$ cat src/hdl/scan_pkg.sv
package scan_pkg;
  // ==========================================================
  // geometry
  localparam int ROWS = 10;
  localparam int COLS = 8;
  localparam int WIDE_ROWS = 4;
  localparam logic [7:0] MASK_WIDE = 8'hFF;
  localparam logic [7:0] MASK_NARROW = 8'h7F;
  localparam logic [9:0] ROWS_IDLE = 10'h3FF;
  localparam logic [3:0] LAST_ROW = 4'h9;
  // ==========================================================
  // stack
  localparam int STACK_DEPTH = 8;
  localparam int ENT_W = 9;
  localparam int ENT_KNOB_BIT = 8;
  localparam int KNOB_DIR_BIT = 7;
  // ==========================================================
  // timing
  localparam int CLK_PERIOD_NS = 8;
  localparam int ROW_TIME_NS = 80_000;
  localparam int DEBOUNCE_NS = 1_000_000;
  localparam int ROW_DWELL_CYC = ROW_TIME_NS / CLK_PERIOD_NS;
  localparam int DEBOUNCE_CYC = DEBOUNCE_NS / CLK_PERIOD_NS;
  typedef logic [16:0] cnt_t;
  typedef logic [3:0] sp_t;
  typedef logic [3:0] row_t;
  // ==========================================================
  // states
  typedef enum logic [10:0] {
    ST_INIT = 11'h001,
    ST_KNOB = 11'h002,
    ST_KDEB = 11'h004,
    ST_ROW = 11'h008,
    ST_RDEB = 11'h010,
    ST_PROC = 11'h020,
    ST_ENDSCAN = 11'h040,
    ST_POP = 11'h080,
    ST_LOOK = 11'h100,
    ST_LOAD = 11'h200,
    ST_WAIT = 11'h0400
  } state_t;
endpackage

$ cat src/hdl/stack_mem.sv
`timescale 1ns/1ps
module stack_mem #(
  parameter int DEPTH = 8
) (
  input logic core_clk,
  input logic nrst,
  input logic wr_en,
  input scan_pkg::sp_t wr_addr,
  input logic [8:0] wr_data,
  input scan_pkg::sp_t rd_addr,
  output logic [8:0] rd_data
);
  typedef struct packed {
    logic [DEPTH-1:0][8:0] mem;
    logic [8:0] rd_r;
  } mem_state_t;
  mem_state_t r, nxt;

  always_comb
  begin
    nxt = r;
    if (wr_en && (32'(wr_addr) < DEPTH))
    begin
      nxt.mem[wr_addr] = wr_data;
    end
    nxt.rd_r = (32'(rd_addr) < DEPTH) ? r.mem[rd_addr] : 9'h000;
  end

  always_ff @(posedge core_clk or negedge nrst)
  begin
    if (!nrst)
      r <= '0;
    else
      r <= nxt;
  end

  assign rd_data = r.rd_r;
endmodule

$ cat src/hdl/keycode_rom.sv
`timescale 1ns/1ps
module keycode_rom (
  input logic core_clk,
  input logic nrst,
  input logic [6:0] key_addr,
  output logic [7:0] key_code
);
  typedef struct packed {
    logic [7:0] code_r;
  } rom_state_t;
  rom_state_t r, nxt;

  // address {row,col} maps to code row*8+col
  always_comb
  begin
    nxt = r;
    nxt.code_r = {1'b0, key_addr};
  end

  always_ff @(posedge core_clk or negedge nrst)
  begin
    if (!nrst)
      r <= '0;
    else
      r <= nxt;
  end

  assign key_code = r.code_r;
endmodule

$ cat src/hdl/front_panel_key_scanner.sv
`timescale 1ns/1ps
module front_panel_key_scanner #(
  parameter int DEBOUNCE_CYC = scan_pkg::DEBOUNCE_CYC,
  parameter int ROW_DWELL_CYC = scan_pkg::ROW_DWELL_CYC,
  parameter int STACK_DEPTH = scan_pkg::STACK_DEPTH
) (
  input logic core_clk,
  input logic nrst,
  input logic [7:0] col_in,
  input logic [1:0] knob_in,
  input logic host_read,
  output logic [9:0] row_drive_n,
  output logic [7:0] out_data,
  output logic key_request_n,
  output logic knob_request_n
);
  typedef struct packed {
    scan_pkg::state_t state;
    scan_pkg::row_t row;
    scan_pkg::cnt_t cnt;
    logic [9:0][7:0] keys;
    logic [1:0] knob;
    logic [1:0] knob_pre;
    logic [7:0] sample;
    logic [7:0] pend;
    scan_pkg::sp_t sp;
    logic init_scan;
    logic first_pass;
    logic [9:0] row_n;
    logic [7:0] data;
    logic key_req_n;
    logic knob_req_n;
    logic ent_knob;
    logic [7:0] ent_byte;
  } scan_state_t;

  scan_state_t r, nxt;
  logic wr_en;
  logic [8:0] wr_data;
  logic [8:0] rd_data;
  logic [7:0] rom_code;
  scan_pkg::sp_t rd_addr;

  // ==========================================================
  // helpers
  function automatic logic [7:0] col_mask(input scan_pkg::row_t row);
    col_mask = (32'(row) < scan_pkg::WIDE_ROWS) ? scan_pkg::MASK_WIDE
                                                 : scan_pkg::MASK_NARROW;
  endfunction

  function automatic logic [2:0] lowest_bit(input logic [7:0] v);
    lowest_bit = 3'h0;
    for (int i = scan_pkg::COLS - 1; i >= 0; i--)
    begin
      if (v[i])
        lowest_bit = 3'(i);
    end
  endfunction

  function automatic logic [9:0] row_drive(input scan_pkg::row_t row);
    row_drive = ~(10'h001 << row);
  endfunction

  // ==========================================================
  // storage
  assign rd_addr = r.sp - 4'h1;

  stack_mem #(
    .DEPTH(STACK_DEPTH)
  ) u_stack (
    .core_clk(core_clk),
    .nrst(nrst),
    .wr_en(wr_en),
    .wr_addr(r.sp),
    .wr_data(wr_data),
    .rd_addr(rd_addr),
    .rd_data(rd_data)
  );

  keycode_rom u_rom (
    .core_clk(core_clk),
    .nrst(nrst),
    .key_addr(rd_data[6:0]),
    .key_code(rom_code)
  );

  // ==========================================================
  // scan sequencer
  always_comb
  begin
    logic [7:0] smp;
    logic [2:0] b;
    logic room;
    logic next_row;
    smp = col_in | ~col_mask(r.row);
    b = lowest_bit(r.pend);
    room = (32'(r.sp) < STACK_DEPTH);
    next_row = 1'b0;
    nxt = r;
    wr_en = 1'b0;
    wr_data = 9'h000;
    if (r.cnt != '0)
      nxt.cnt = r.cnt - 17'h0_0001;
    case (r.state)
      scan_pkg::ST_INIT:
      begin
        nxt.keys = '1;
        nxt.knob = knob_in;
        nxt.state = scan_pkg::ST_KNOB;
      end
      scan_pkg::ST_KNOB:
      begin
        if (knob_in != r.knob)
        begin
          nxt.knob_pre = knob_in;
          nxt.cnt = scan_pkg::cnt_t'(DEBOUNCE_CYC - 1);
          nxt.state = scan_pkg::ST_KDEB;
        end
        else
        begin
          nxt.row = '0;
          nxt.row_n = row_drive('0);
          nxt.cnt = scan_pkg::cnt_t'(ROW_DWELL_CYC - 1);
          nxt.state = scan_pkg::ST_ROW;
        end
      end
      scan_pkg::ST_KDEB:
      begin
        if (r.cnt == '0)
        begin
          if (knob_in == r.knob_pre && room)
          begin
            wr_en = 1'b1;
            // equal means up, stored as one
            wr_data = {1'b1, ~(r.knob[0] ^ r.knob_pre[1]), 5'h00, r.knob_pre};
            nxt.knob = r.knob_pre;
          end
          nxt.row = '0;
          nxt.row_n = row_drive('0);
          nxt.cnt = scan_pkg::cnt_t'(ROW_DWELL_CYC - 1);
          nxt.state = scan_pkg::ST_ROW;
        end
      end
      scan_pkg::ST_ROW:
      begin
        if (r.cnt == '0)
        begin
          if ((smp ^ r.keys[r.row]) != 8'h00)
          begin
            nxt.sample = smp;
            nxt.cnt = scan_pkg::cnt_t'(DEBOUNCE_CYC - 1);
            nxt.state = scan_pkg::ST_RDEB;
          end
          else
            next_row = 1'b1;
        end
      end
      scan_pkg::ST_RDEB:
      begin
        if (r.cnt == '0)
        begin
          if (smp != r.sample)
            next_row = 1'b1;
          else if (r.first_pass)
          begin
            nxt.first_pass = 1'b0;
            nxt.row_n = scan_pkg::ROWS_IDLE;
            nxt.state = scan_pkg::ST_KNOB;
          end
          else
          begin
            nxt.pend = r.sample ^ r.keys[r.row];
            nxt.state = scan_pkg::ST_PROC;
          end
        end
      end
      scan_pkg::ST_PROC:
      begin
        if (r.pend == 8'h00)
          next_row = 1'b1;
        else
        begin
          nxt.pend[b] = 1'b0;
          if (r.sample[b])
            nxt.keys[r.row][b] = 1'b1;
          else if (room)
          begin
            wr_en = 1'b1;
            wr_data = {1'b0, 1'b0, r.row, b};
            nxt.keys[r.row][b] = 1'b0;
          end
        end
      end
      scan_pkg::ST_ENDSCAN:
      begin
        if (r.sp == '0)
          nxt.state = scan_pkg::ST_KNOB;
        else if (!r.init_scan && r.sp > 4'h1)
        begin
          nxt.sp = '0;
          nxt.state = scan_pkg::ST_KNOB;
        end
        else
          nxt.state = scan_pkg::ST_POP;
      end
      scan_pkg::ST_POP:
      begin
        nxt.sp = r.sp - 4'h1;
        nxt.state = scan_pkg::ST_LOOK;
      end
      scan_pkg::ST_LOOK:
      begin
        nxt.ent_knob = rd_data[scan_pkg::ENT_KNOB_BIT];
        nxt.ent_byte = rd_data[7:0];
        nxt.state = scan_pkg::ST_LOAD;
      end
      scan_pkg::ST_LOAD:
      begin
        nxt.data = r.ent_knob ? r.ent_byte : rom_code;
        nxt.key_req_n = r.ent_knob;
        nxt.knob_req_n = ~r.ent_knob;
        nxt.state = scan_pkg::ST_WAIT;
      end
      scan_pkg::ST_WAIT:
      begin
        nxt.knob = knob_in;
        if (host_read)
        begin
          nxt.key_req_n = 1'b1;
          nxt.knob_req_n = 1'b1;
          if (r.sp != '0)
            nxt.state = scan_pkg::ST_POP;
          else
          begin
            nxt.init_scan = 1'b0;
            nxt.first_pass = 1'b1;
            nxt.state = scan_pkg::ST_KNOB;
          end
        end
      end
      default:
        nxt.state = scan_pkg::ST_INIT;
    endcase
    if (wr_en)
      nxt.sp = r.sp + 4'h1;
    if (next_row)
    begin
      if (r.row == scan_pkg::LAST_ROW)
      begin
        nxt.row_n = scan_pkg::ROWS_IDLE;
        nxt.state = scan_pkg::ST_ENDSCAN;
      end
      else
      begin
        nxt.row = r.row + 4'h1;
        nxt.row_n = row_drive(r.row + 4'h1);
        nxt.cnt = scan_pkg::cnt_t'(ROW_DWELL_CYC - 1);
        nxt.state = scan_pkg::ST_ROW;
      end
    end
  end

  always_ff @(posedge core_clk or negedge nrst)
  begin
    if (!nrst)
    begin
      r <= '0;
      r.state <= scan_pkg::ST_INIT;
      r.keys <= '1;
      r.init_scan <= 1'b1;
      r.row_n <= scan_pkg::ROWS_IDLE;
      r.key_req_n <= 1'b1;
      r.knob_req_n <= 1'b1;
    end
    else
      r <= nxt;
  end

  assign row_drive_n = r.row_n;
  assign out_data = r.data;
  assign key_request_n = r.key_req_n;
  assign knob_request_n = r.knob_req_n;
endmodule

$ cat config.mk
export PLATFORM = sky130hd
export DESIGN_NAME = front_panel_key_scanner
export DESIGN_NICKNAME = d
export VERILOG_FILES = /design/src/hdl/scan_pkg.sv /design/src/hdl/stack_mem.sv /design/src/hdl/keycode_rom.sv /design/src/hdl/front_panel_key_scanner.sv
export SDC_FILE = /design/constraint.sdc
export NUM_CORES = 1
export LEC_CHECK = 0
export BUFFER_PORTS_ARGS = -buffer_cell sky130_fd_sc_hd__buf_2
export CORE_UTILIZATION = 55
export DETAILED_ROUTE_END_ITERATION = 6
export HOLD_SLACK_MARGIN = 0.02
export PLACE_DENSITY = 0.8
export SLEW_MARGIN = 20
export SYNTH_ARGS = -nofsm -noshare
export SYNTH_HDL_FRONTEND = slang
export SYNTH_SLANG_ARGS = --single-unit
$ cat constraint.sdc
create_clock -name core_clk -period 3.32 [get_ports core_clk]
set_clock_uncertainty 0.15 [all_clocks]
set_input_delay 0.498 -clock core_clk [delete_from_list [all_inputs] [get_ports core_clk]]
set_output_delay 0.498 -clock core_clk [all_outputs]
set_load 0.05 [all_outputs]
Word-level counts from Yosys, hierarchy flattened
Index checks and enable logic that the tools add are counted.
{"block": "totals", "regBits": 255, "inputBits": 13}
{"block": "classes", "bitwise": 14, "reduce_logical": 32, "n_mux": 93, "addsub": 4, "eq_ne": 35, "magnitude_cmp": 11, "shift": 1}
{"op": "2-to-1 mux 80 bit", "n": 3}
{"op": "one-hot mux 80 bit (2 select lines)", "n": 1}
{"op": "one-hot mux 11 bit (11 select lines)", "n": 1}
{"op": "2-to-1 mux 11 bit", "n": 8}
{"op": "bitwise AND 80 bit", "n": 1}
{"op": "2-to-1 mux 8 bit", "n": 10}
{"op": "NOT 80 bit", "n": 1}
{"op": "bitwise OR 80 bit", "n": 1}
{"op": "bitwise mux 72 bit", "n": 1}
{"op": "2-to-1 mux 17 bit", "n": 4}
{"op": "2-to-1 mux 32 bit", "n": 2}
{"op": "one-hot mux 17 bit (3 select lines)", "n": 1}
{"op": "2-to-1 mux 10 bit", "n": 5}
{"op": "2-to-1 mux 9 bit", "n": 5}
{"op": "binary-select mux 8 bit (select 4 bit)", "n": 1}
{"op": "demux 8 bit (select 4 bit)", "n": 1}
{"op": "one-hot mux 10 bit (3 select lines)", "n": 1}
{"op": "2-to-1 mux 7 bit", "n": 4}
{"op": "binary-select mux 9 bit (select 3 bit)", "n": 1}
{"op": "demux 9 bit (select 3 bit)", "n": 1}
{"op": "inequality test 3 bit, second input constant", "n": 9}
{"op": "2-to-1 mux 3 bit", "n": 8}
{"op": "2-to-1 mux 21 bit", "n": 1}
{"op": "2-to-1 mux 4 bit", "n": 5}
{"op": "other kinds (62)", "n": 114}

Longest topological paths before layout
Gate-level depths: netlist (run 1).
{"block": "depth", "ltp_word": 20, "depth_mapped": 15, "depth_no_buf": 13}

Modules after synthesis
Synthesis (run 1) repeated with hierarchy kept, for this count alone.
{"block": "unflattened", "cells_unflattened": 1335, "hier_area_um2": 13949.6}
{"mod": "front_panel_key_scanner", "n_inst": 1, "area_each_um2": 10127.2, "cells_each": 1106}
{"mod": "stack_mem", "n_inst": 1, "area_each_um2": 3636.0, "cells_each": 220}
{"mod": "keycode_rom", "n_inst": 1, "area_each_um2": 186.4, "cells_each": 9}

Worst setup path before layout (run 1)
Ideal clock, no wire load.
{"block": "synth_timing", "kind": "register -> register", "start": "register r[153] (netlist name)", "end": "register r[148] (netlist name)", "path_slack_ns": 0.147, "required_time_ns": 3.031, "path_stages_with_launch": 13, "arrival_ns": 2.885, "setup_time_ns": 0.139, "synth_period_minus_slack_ns": 3.173, "path_cell_list": "dfrtp_1 -> buf_6 -> or3b_1 -> buf_2 -> buf_6 -> o21a_1 -> a221oi_1 -> o221ai_1 -> and4b_1 -> nand3_1 -> and3_1 -> buf_6 -> or4_4"}
{"element": "from (decl)", "line": "front_panel_key_scanner.sv:37", "rtl": "scan_state_t r, nxt;"}
{"element": "from (signal assigned)", "line": "front_panel_key_scanner.sv:276", "rtl": "r <= nxt;"}

==> run summary, run 1 <==
The total number of vias is 11780. The run gives 28 as the number of clock buffers inserted by TritonCTS. The tools report the normalized max-slew margin as 0.367. The number of antenna violations at the first check in global routing is 2. The most used flip-flop cell after synthesis is dfrtp_1.

Entering global routing, the biggest net connects 81 pins. TritonCTS built the clock tree. The mean instance size in the synthesized netlist is 9.47 sq um, and the final hold violation count is 0. Once routing completed, OpenROAD measured the worst setup slack at 0.0542 ns. The share of the clock period used by the worst path after layout was 0.984. The HPWL after detailed placement is 25700 microns. Peak supply drop: 0.482 mV.

The tools report the total routing resource utilization after global routing as 0.298. Counting flops and latches in the post-synthesis netlist gives 255. The time the worst path needs with I/O delays and setup is 3.27 ns. Setup violations remaining at the end of the flow were counted as 0. In this run the horizontal extent of the chip is 160 microns. The sequential fraction of design power was 0.376. After the last flow step, the layout net total stands at 1520. Switching power share of the total: 0.327.

The tree is rooted in a clkbuf_16. The run gives 1772 as the total instance count after detailed placement. The share of post-route cells with drive strength above 1 works out to 0.245.

After detailed routing, the average wire length per cell comes to 21.1 microns. The die area is 0.0256 sq mm. The tools report the number of max-cap violations as 0. Source-to-sink clock delay at the later pin of the worst-skew pair: 0.57 ns. The number of slew-limit violations in the final report came out at 0.

In this run the worst hold path is classified as in -> reg. STA classifies the critical path startpoint as a register. The number of nets handed over by synthesis was 1474.

The final standard cell count with taps included and fillers excluded is 1843, and the post-CTS clock slew at the launch and capture registers of the worst setup and hold paths is 0.06 ns. The count of port buffers added during placement came out at 32. The share of synthesized flip-flops with an asynchronous set or reset is 1.00. The synthesized design contains 0 enable-type register cells.

Number of global-route vias before repair: 11545. The starting density of the core came out at 0.563. Once placement finished, the instance area stood at 0.0145 sq mm.

The longest clock path from root to sink contains 3 buffers. Walking the worst path, the cells encountered are or3b_4 > buf_12 > o21a_4 > a221oi_4 > o221ai_2 > and4b_2 > nand4_1 > buf_4 > a21oi_4 > nand2_2 > mux2_4. The part of the Yosys area used for sequential elements is 0.473.

The relative contribution of combinational cells to total power is 0.257. The number of unique standard cell types used by synthesis is 79, and the final weighted congestion in routability-driven placement is 0.968. The largest single stage delay on the critical path is 0.47 ns. Summed over all layers, the global routing overflow is 0. The logs give 0.0244 sq mm for the area of the placeable core and 38800 microns for the routed wire length.

The critical path class was reg -> reg. The clock network power share was 0.368; the number of warnings printed during yosys synthesis was 0. In this run the cell area of the synthesized design comes to 0.0137 sq mm.

For the pre-CTS setup slack, the log shows -0.154 ns. Synthesis produced a netlist whose cell count is 1450. The tools report the endpoint class of the critical path as a register. Overall power consumption after layout is estimated at 9.44 mW. After the first detailed-routing iteration, the DRC count stood at 1349.

The internal power of the cells totals 6.35 mW. The standard cell with the maximum stage delay on the critical path is dfrtp_2. Before antenna repair, the detailed router went through 7 iterations. Measured along the y axis, the die boundary spans 160 microns.

The count of standard-cell rows is 57. The timing-limited maximum frequency was 306 MHz; the clock sink total was 255. The final instance area is 0.0159 sq mm, and the signed area change from the synthesized netlist to the final layout is 15.5%.

The tools report the total of fill cells in the finished design as 1942. The count of H-tree levels built during CTS is 1, and the antenna violation net count after detailed routing is 0. At the pin with the least slew margin, the transition time is 0.950 ns.

The highest fanout seen on the critical path works out to 15. The flow ran to the end, and the final reports show no timing, DRC or antenna violations. The logs give 6.45 nW for the reported leakage power and 0 for the remaining design rule violation count. For the global-route wire length before repair, the log shows 61600 microns. The number of top-level pins was 33; the critical path arrival was 3.57 ns. Data on the critical path is required at its endpoint by 3.62 ns. In the routed layout, each cell is associated on average with a via count of 6.39. For this design the ratio of total power to cell area is 595 mW/mm^2. The power spent charging and discharging nets is 3.09 mW.
==> kinds of logic after synthesis <==
logic type / after synthesis / share of synthesized area
mux: 88 / 0.0862
simple gates: 505 / 0.177
buf+inv: 152 / 0.0503
flops: 255 / 0.473
compound gates: 401 / 0.179
fa+ha+maj: 11 / 0.0100
xor+xnor: 38 / 0.0242
==> per-stage QoR <==
step                      setup TNS (ns)  hold WS (ns)  utilization
final                                  0        0.0528        0.651
after global routing              -0.197        0.0481        0.651
after CTS                              0        0.0369        0.638
after detailed placement           -2.63         0.211        0.594
after global placement             -5.51         0.203        0.594
after floorplan                        0        0.0524            -
==> routing by layer <==
layer	up-vias	track usage	wire length, microns
met5	-	0	13
met2	575	0.467	18300
li1	5284	-	-
met1	5831	0.417	16200
met3	88	0.0535	3240
met4	2	0.107	1130
==> cell type report <==
class,count,area (sq um),share of cell area
clock inverters,18,287,0.0181
repair buffers,142,1130,0.0710
flip-flops and latches,255,6500,0.410
inverters,26,97.6,0.00615
multi-input cells,1043,6700,0.422
diodes,1,2.50,0.000158
well taps,324,405,0.0255
clock buffers,34,753,0.0475
==> cells in the final DEF (no fill, tap or decap), types with 10 or more instances in the layout <==
master,Yosys,final
clkbuf_16,0,29
buf_4,20,94
xnor2_1,14,14
nor3b_1,12,10
dfstp_2,94,94
nand2_1,230,229
ha_1,11,11
a22o_1,25,25
buf_2,17,32
mux4_2,22,22
a21oi_1,223,223
o21ai_0,51,51
nand4_1,32,32
dfrtp_1,161,159
mux2i_1,44,43
nand3_1,28,27
mux2_2,21,21
nor2_1,66,65
and3_1,16,14
xor2_1,24,24
inv_1,23,23
and2_1,23,22
nor4_1,12,11
a32o_1,16,16
nor3_1,35,33
==> flip-flops by register name, summed over array words and instances, names as in the netlist <==
register,cells
out_data,8
knob_request_n,1
u_rom.key_code,7
row_drive_n,10
key_request_n,1
u_stack.rd_data,9
r,147
u_stack.r,72
==> worst paths after layout <==
check | slack (ns) | cells after the start | start | endpoint
worst max-delay path | 0.05 | 11 | r[153] | r[153]
worst min-delay path | 0.05 | 2 | host_read | r[166]
worst max register to register | 0.05 | 11 | r[153] | r[153]
worst min register to register | 0.22 | 0 | u_stack.rd_data[3] | u_rom.key_code[3]
max in group asynchronous | 1.67 | 3 | nrst | r[87]
min in group asynchronous | 0.36 | 2 | nrst | r[44]
==> synth_stat cells, types with 25 or more instances <==
library cell  instances  area, sq um
a21oi_1             223         1120
a22o_1               25          219
clkbuf_1             78          293
nand2_1             230          863
dfstp_2              94         2470
nand4_1              32          200
nor3_1               35          175
nand3_1              28          140
dfrtp_1             161         4030
nor2_1               66          248
o21ai_0              51          255
mux2i_1              44          440
==> timing repair <==
item                                    in CTS  in global routing
setup buffers                                1                 13
gates cloned                                 0                  3
resized for setup                            2                 40
endpoints found under the setup margin      44                194
hold endpoints to repair                    51                  0
hold buffers                                 1                  0
pin swaps                                    2                  5
==> worst max-delay path, delay by kind of cell, from the launching register on <==
kind / cells / cell delay [ns]
AOI/OAI and AO/OA: 4 / 0.91
buffers and inverters: 2 / 0.35
DFF: 1 / 0.47
muxes: 1 / 0.32
and+or+nand+nor: 4 / 0.94
==> power groups by stage <==
stage          clock network (mW)  registers, mW  logic (mW)
3_5_place_dp                    0           3.58        2.07
4_1_cts                      3.51           3.53        2.09
3_3_place_gp                    0           3.57        2.04
6_report                     3.47           3.55        2.42
2_1_floorplan                   0           3.52        1.45
5_1_grt                      3.61           3.57        2.60
Power figures use the tool's default switching activity.
==> run 2, diff against run 1 <==
--- a/config.mk
+++ b/config.mk
@@ -10,6 +10,7 @@
 export DETAILED_ROUTE_END_ITERATION = 6
 export HOLD_SLACK_MARGIN = 0.02
 export PLACE_DENSITY = 0.8
+export SETUP_SLACK_MARGIN = 0.3
 export SLEW_MARGIN = 20
 export SYNTH_ARGS = -nofsm -noshare
 export SYNTH_HDL_FRONTEND = slang
==> run 2 against run 1 <==
Compared with the run above: core utilization up 1.7 points; flip-flop and latch count unchanged; count of clock-buffer cells in the layout up 3; worst setup slack better by 0.042 ns; highest routed layer unchanged.
==> run summary, run 2 (same netlist as run 1, synthesis figures left out) <==
The worst hold path begins at host_read. The tools report the number of setup violations in the final report as 0. The required time at the endpoint of the critical path came out at 3.60 ns. Leaving out fill and tap cells, the most frequent cell in the layout is nand2_1. The run gives 1 as the count of H-tree levels built during CTS. The critical path in this run is classified as reg -> reg.

The half-perimeter wire length of the detailed placement result is 25200 microns, and the final layout net count is 1528. The run gives 33 as the number of top-level pins. Entering global routing, the biggest net connects 87 pins.

TritonCTS built the clock tree. From left edge to right edge, the die measures 160 microns. The clock passes through at most 3 buffers. The number of slew-limit violations in the final report is 0.

After the flow finishes, the layout carries non-filler instances totaling 1849. The pre-antenna-repair detailed-routing pass consisted of 7 iterations. Relative to the synthesized area, the layout overhead comes to 18.5%. The share of post-route cells with drive strength above 1 is 0.285.

The initialized floorplan defines 57 standard-cell rows. Across the VDD grid, the largest voltage drop is 0.501 mV. The time the worst path needs with I/O delays and setup was 3.22 ns; the starting density of the core was 0.563.

The run gives 255 as the clock sink total. The source-to-sink clock delay at the later pin of the worst-skew pair came out at 0.55 ns. Final weighted congestion in routability-driven placement: 0.937.

The most critical setup path has its startpoint at r[155]. The tools report the antenna violation net count after detailed routing as 0. The run gives 9.38 mW as the overall power consumption. The post-CTS clock slew at the launch and capture registers of the worst setup and hold paths is 0.06 ns. The register with the highest flop count was r. Timing would allow up to 310 MHz. Setup repair after global routing could not meet its margin everywhere. Clock tree synthesis inserted a total of 27 buffers.

The die covers 0.0256 sq mm. The run gives 2 as the number of antenna violations at the first check in global routing. The critical path arrival was 3.50 ns.

Registers take 0.00651 sq mm. The tools report the reported leakage power as 6.57 nW. The tools report the startpoint type of the worst setup path as a register. The tree is rooted in a clkbuf_16. After filler insertion, the fill cell instance count of the layout stands at 1796.

Of all nets on the critical path, the largest fanout is 6. The final total negative setup slack came out at 0 ns. In this run the critical register-to-register path is launched from r[155]. The tools report the area used by multi-input combinational logic as 0.00700 sq mm. The number of placed instances, taps included, is 1763. The detail-routed net length per standard cell is 21.5 microns, and the remaining design rule violation count is 0. The run gives 0.368 as the normalized max-slew margin. The tools report the total number of vias as 11993.

The global-route wire length before repair was 61100 microns; the share of the clock period used by the worst path after layout was 0.971. The total global routing overflow came out at 0. Buffers placed on the I/O ports in this run total 32.

The run gives 11493 as the number of global-route vias before repair. The register with the most flip-flops in the layout has 147 of them. The final hold violation count was 0. In the layout the commonest cells are nand2_1, a21oi_1, dfrtp_1. The post-detailed-route via-to-cell ratio came out at 6.49.

The number of antenna diodes was 0; the total routing resource utilization after global routing was 0.299. The path class of the tightest hold or removal check is in -> reg. At the pin with the least slew margin, the transition time is 0.944 ns.

The routed wire length is 39800 microns. The starting DRC count in detailed routing is 1487. The area of the placeable core was 0.0244 sq mm. The run finished with clean final reports. Across the run, the number of max-cap violations was 0. STA classifies the critical path endpoint as a register. The floorplan die height came out at 160 microns. Power spread over the standard cell area amounts to 576 mW/mm^2.
run 2: changes by cell type in the layout (fill, tap and decap cells not counted), moves of 6 or more:
cell	before	now
buf_12	7	13
nor2_1	65	58
nor3_1	33	25
bufinv_16	6	0
buf_4	94	85
clkinv_2	2	9
buf_6	5	14
run 2: cell type report:
cell class | count | share of cell area
tap | 324 | 0.0249
clock inverter | 13 | 0.00546
timing repair buffer | 151 | 0.0855
sequential | 255 | 0.400
multi-input combinational | 1043 | 0.430
inverter | 26 | 0.00623
clock buffer | 37 | 0.0482
run 2: timing repair:
action | CTS | global route
setup buffers | 10 | 16
hold endpoints to repair | 69 | 0
setup endpoints to repair | 196 | 198
pin swaps | 9 | 31
gates cloned | 4 | 5
hold buffers | 1 | 0
resized for setup | 40 | 80
run 2: final timing paths:
path | depth (start not counted) | end | slack, ns
max | 10 | r[153] | 0.1
min | 2 | r[166] | 0.08
max reg2reg | 10 | r[153] | 0.1
min reg2reg | 0 | u_rom.key_code[4] | 0.22
max in group asynchronous | 3 | r[131] | 1.72
min in group asynchronous | 2 | out_data[5] | 0.40
run 2: critical path, stage by stage, from the launching register on:
cell and delay [ns]:
dfrtp_2 0.45, or3b_4 0.28, bufbuf_16 0.26, nor3_1 0.04, or4_1 0.55, nor4_2 0.13, and4b_2 0.31, nand4_1 0.18
a21oi_4 0.29, nand2_2 0.11, mux2_4 0.34
run 2: power breakdown:
group	switching, mW	internal, mW
sequential	0.258	3.32
combinational	1.64	1.20
clock	1.29	1.67
total	3.19	6.19
run 2: stage by stage:
stage / utilization / setup WS, ns / hold slack (ns) / instance area [sq um]
3_5_place_dp: 0.595 / 0.0453 / 0.210 / 14500
5_1_grt: 0.667 / 0.0149 / 0.0865 / 16300
4_1_cts: 0.646 / 0.158 / 0.0629 / 15800
3_3_place_gp: 0.595 / 0.0972 / 0.202 / 14500
6_report: 0.667 / 0.0962 / 0.0754 / 16300
2_1_floorplan: - / 0.188 / 0.0524 / 13800
run 2: metal layers:
metal,routed length (microns),share of wire,global-route usage,vias up
met5,8,0.00020,0,-
met1,16100,0.40,0.412,5944
met4,1250,0.031,0.106,2
met3,3850,0.097,0.0569,106
li1,-,-,-,5305
met2,18600,0.47,0.473,636
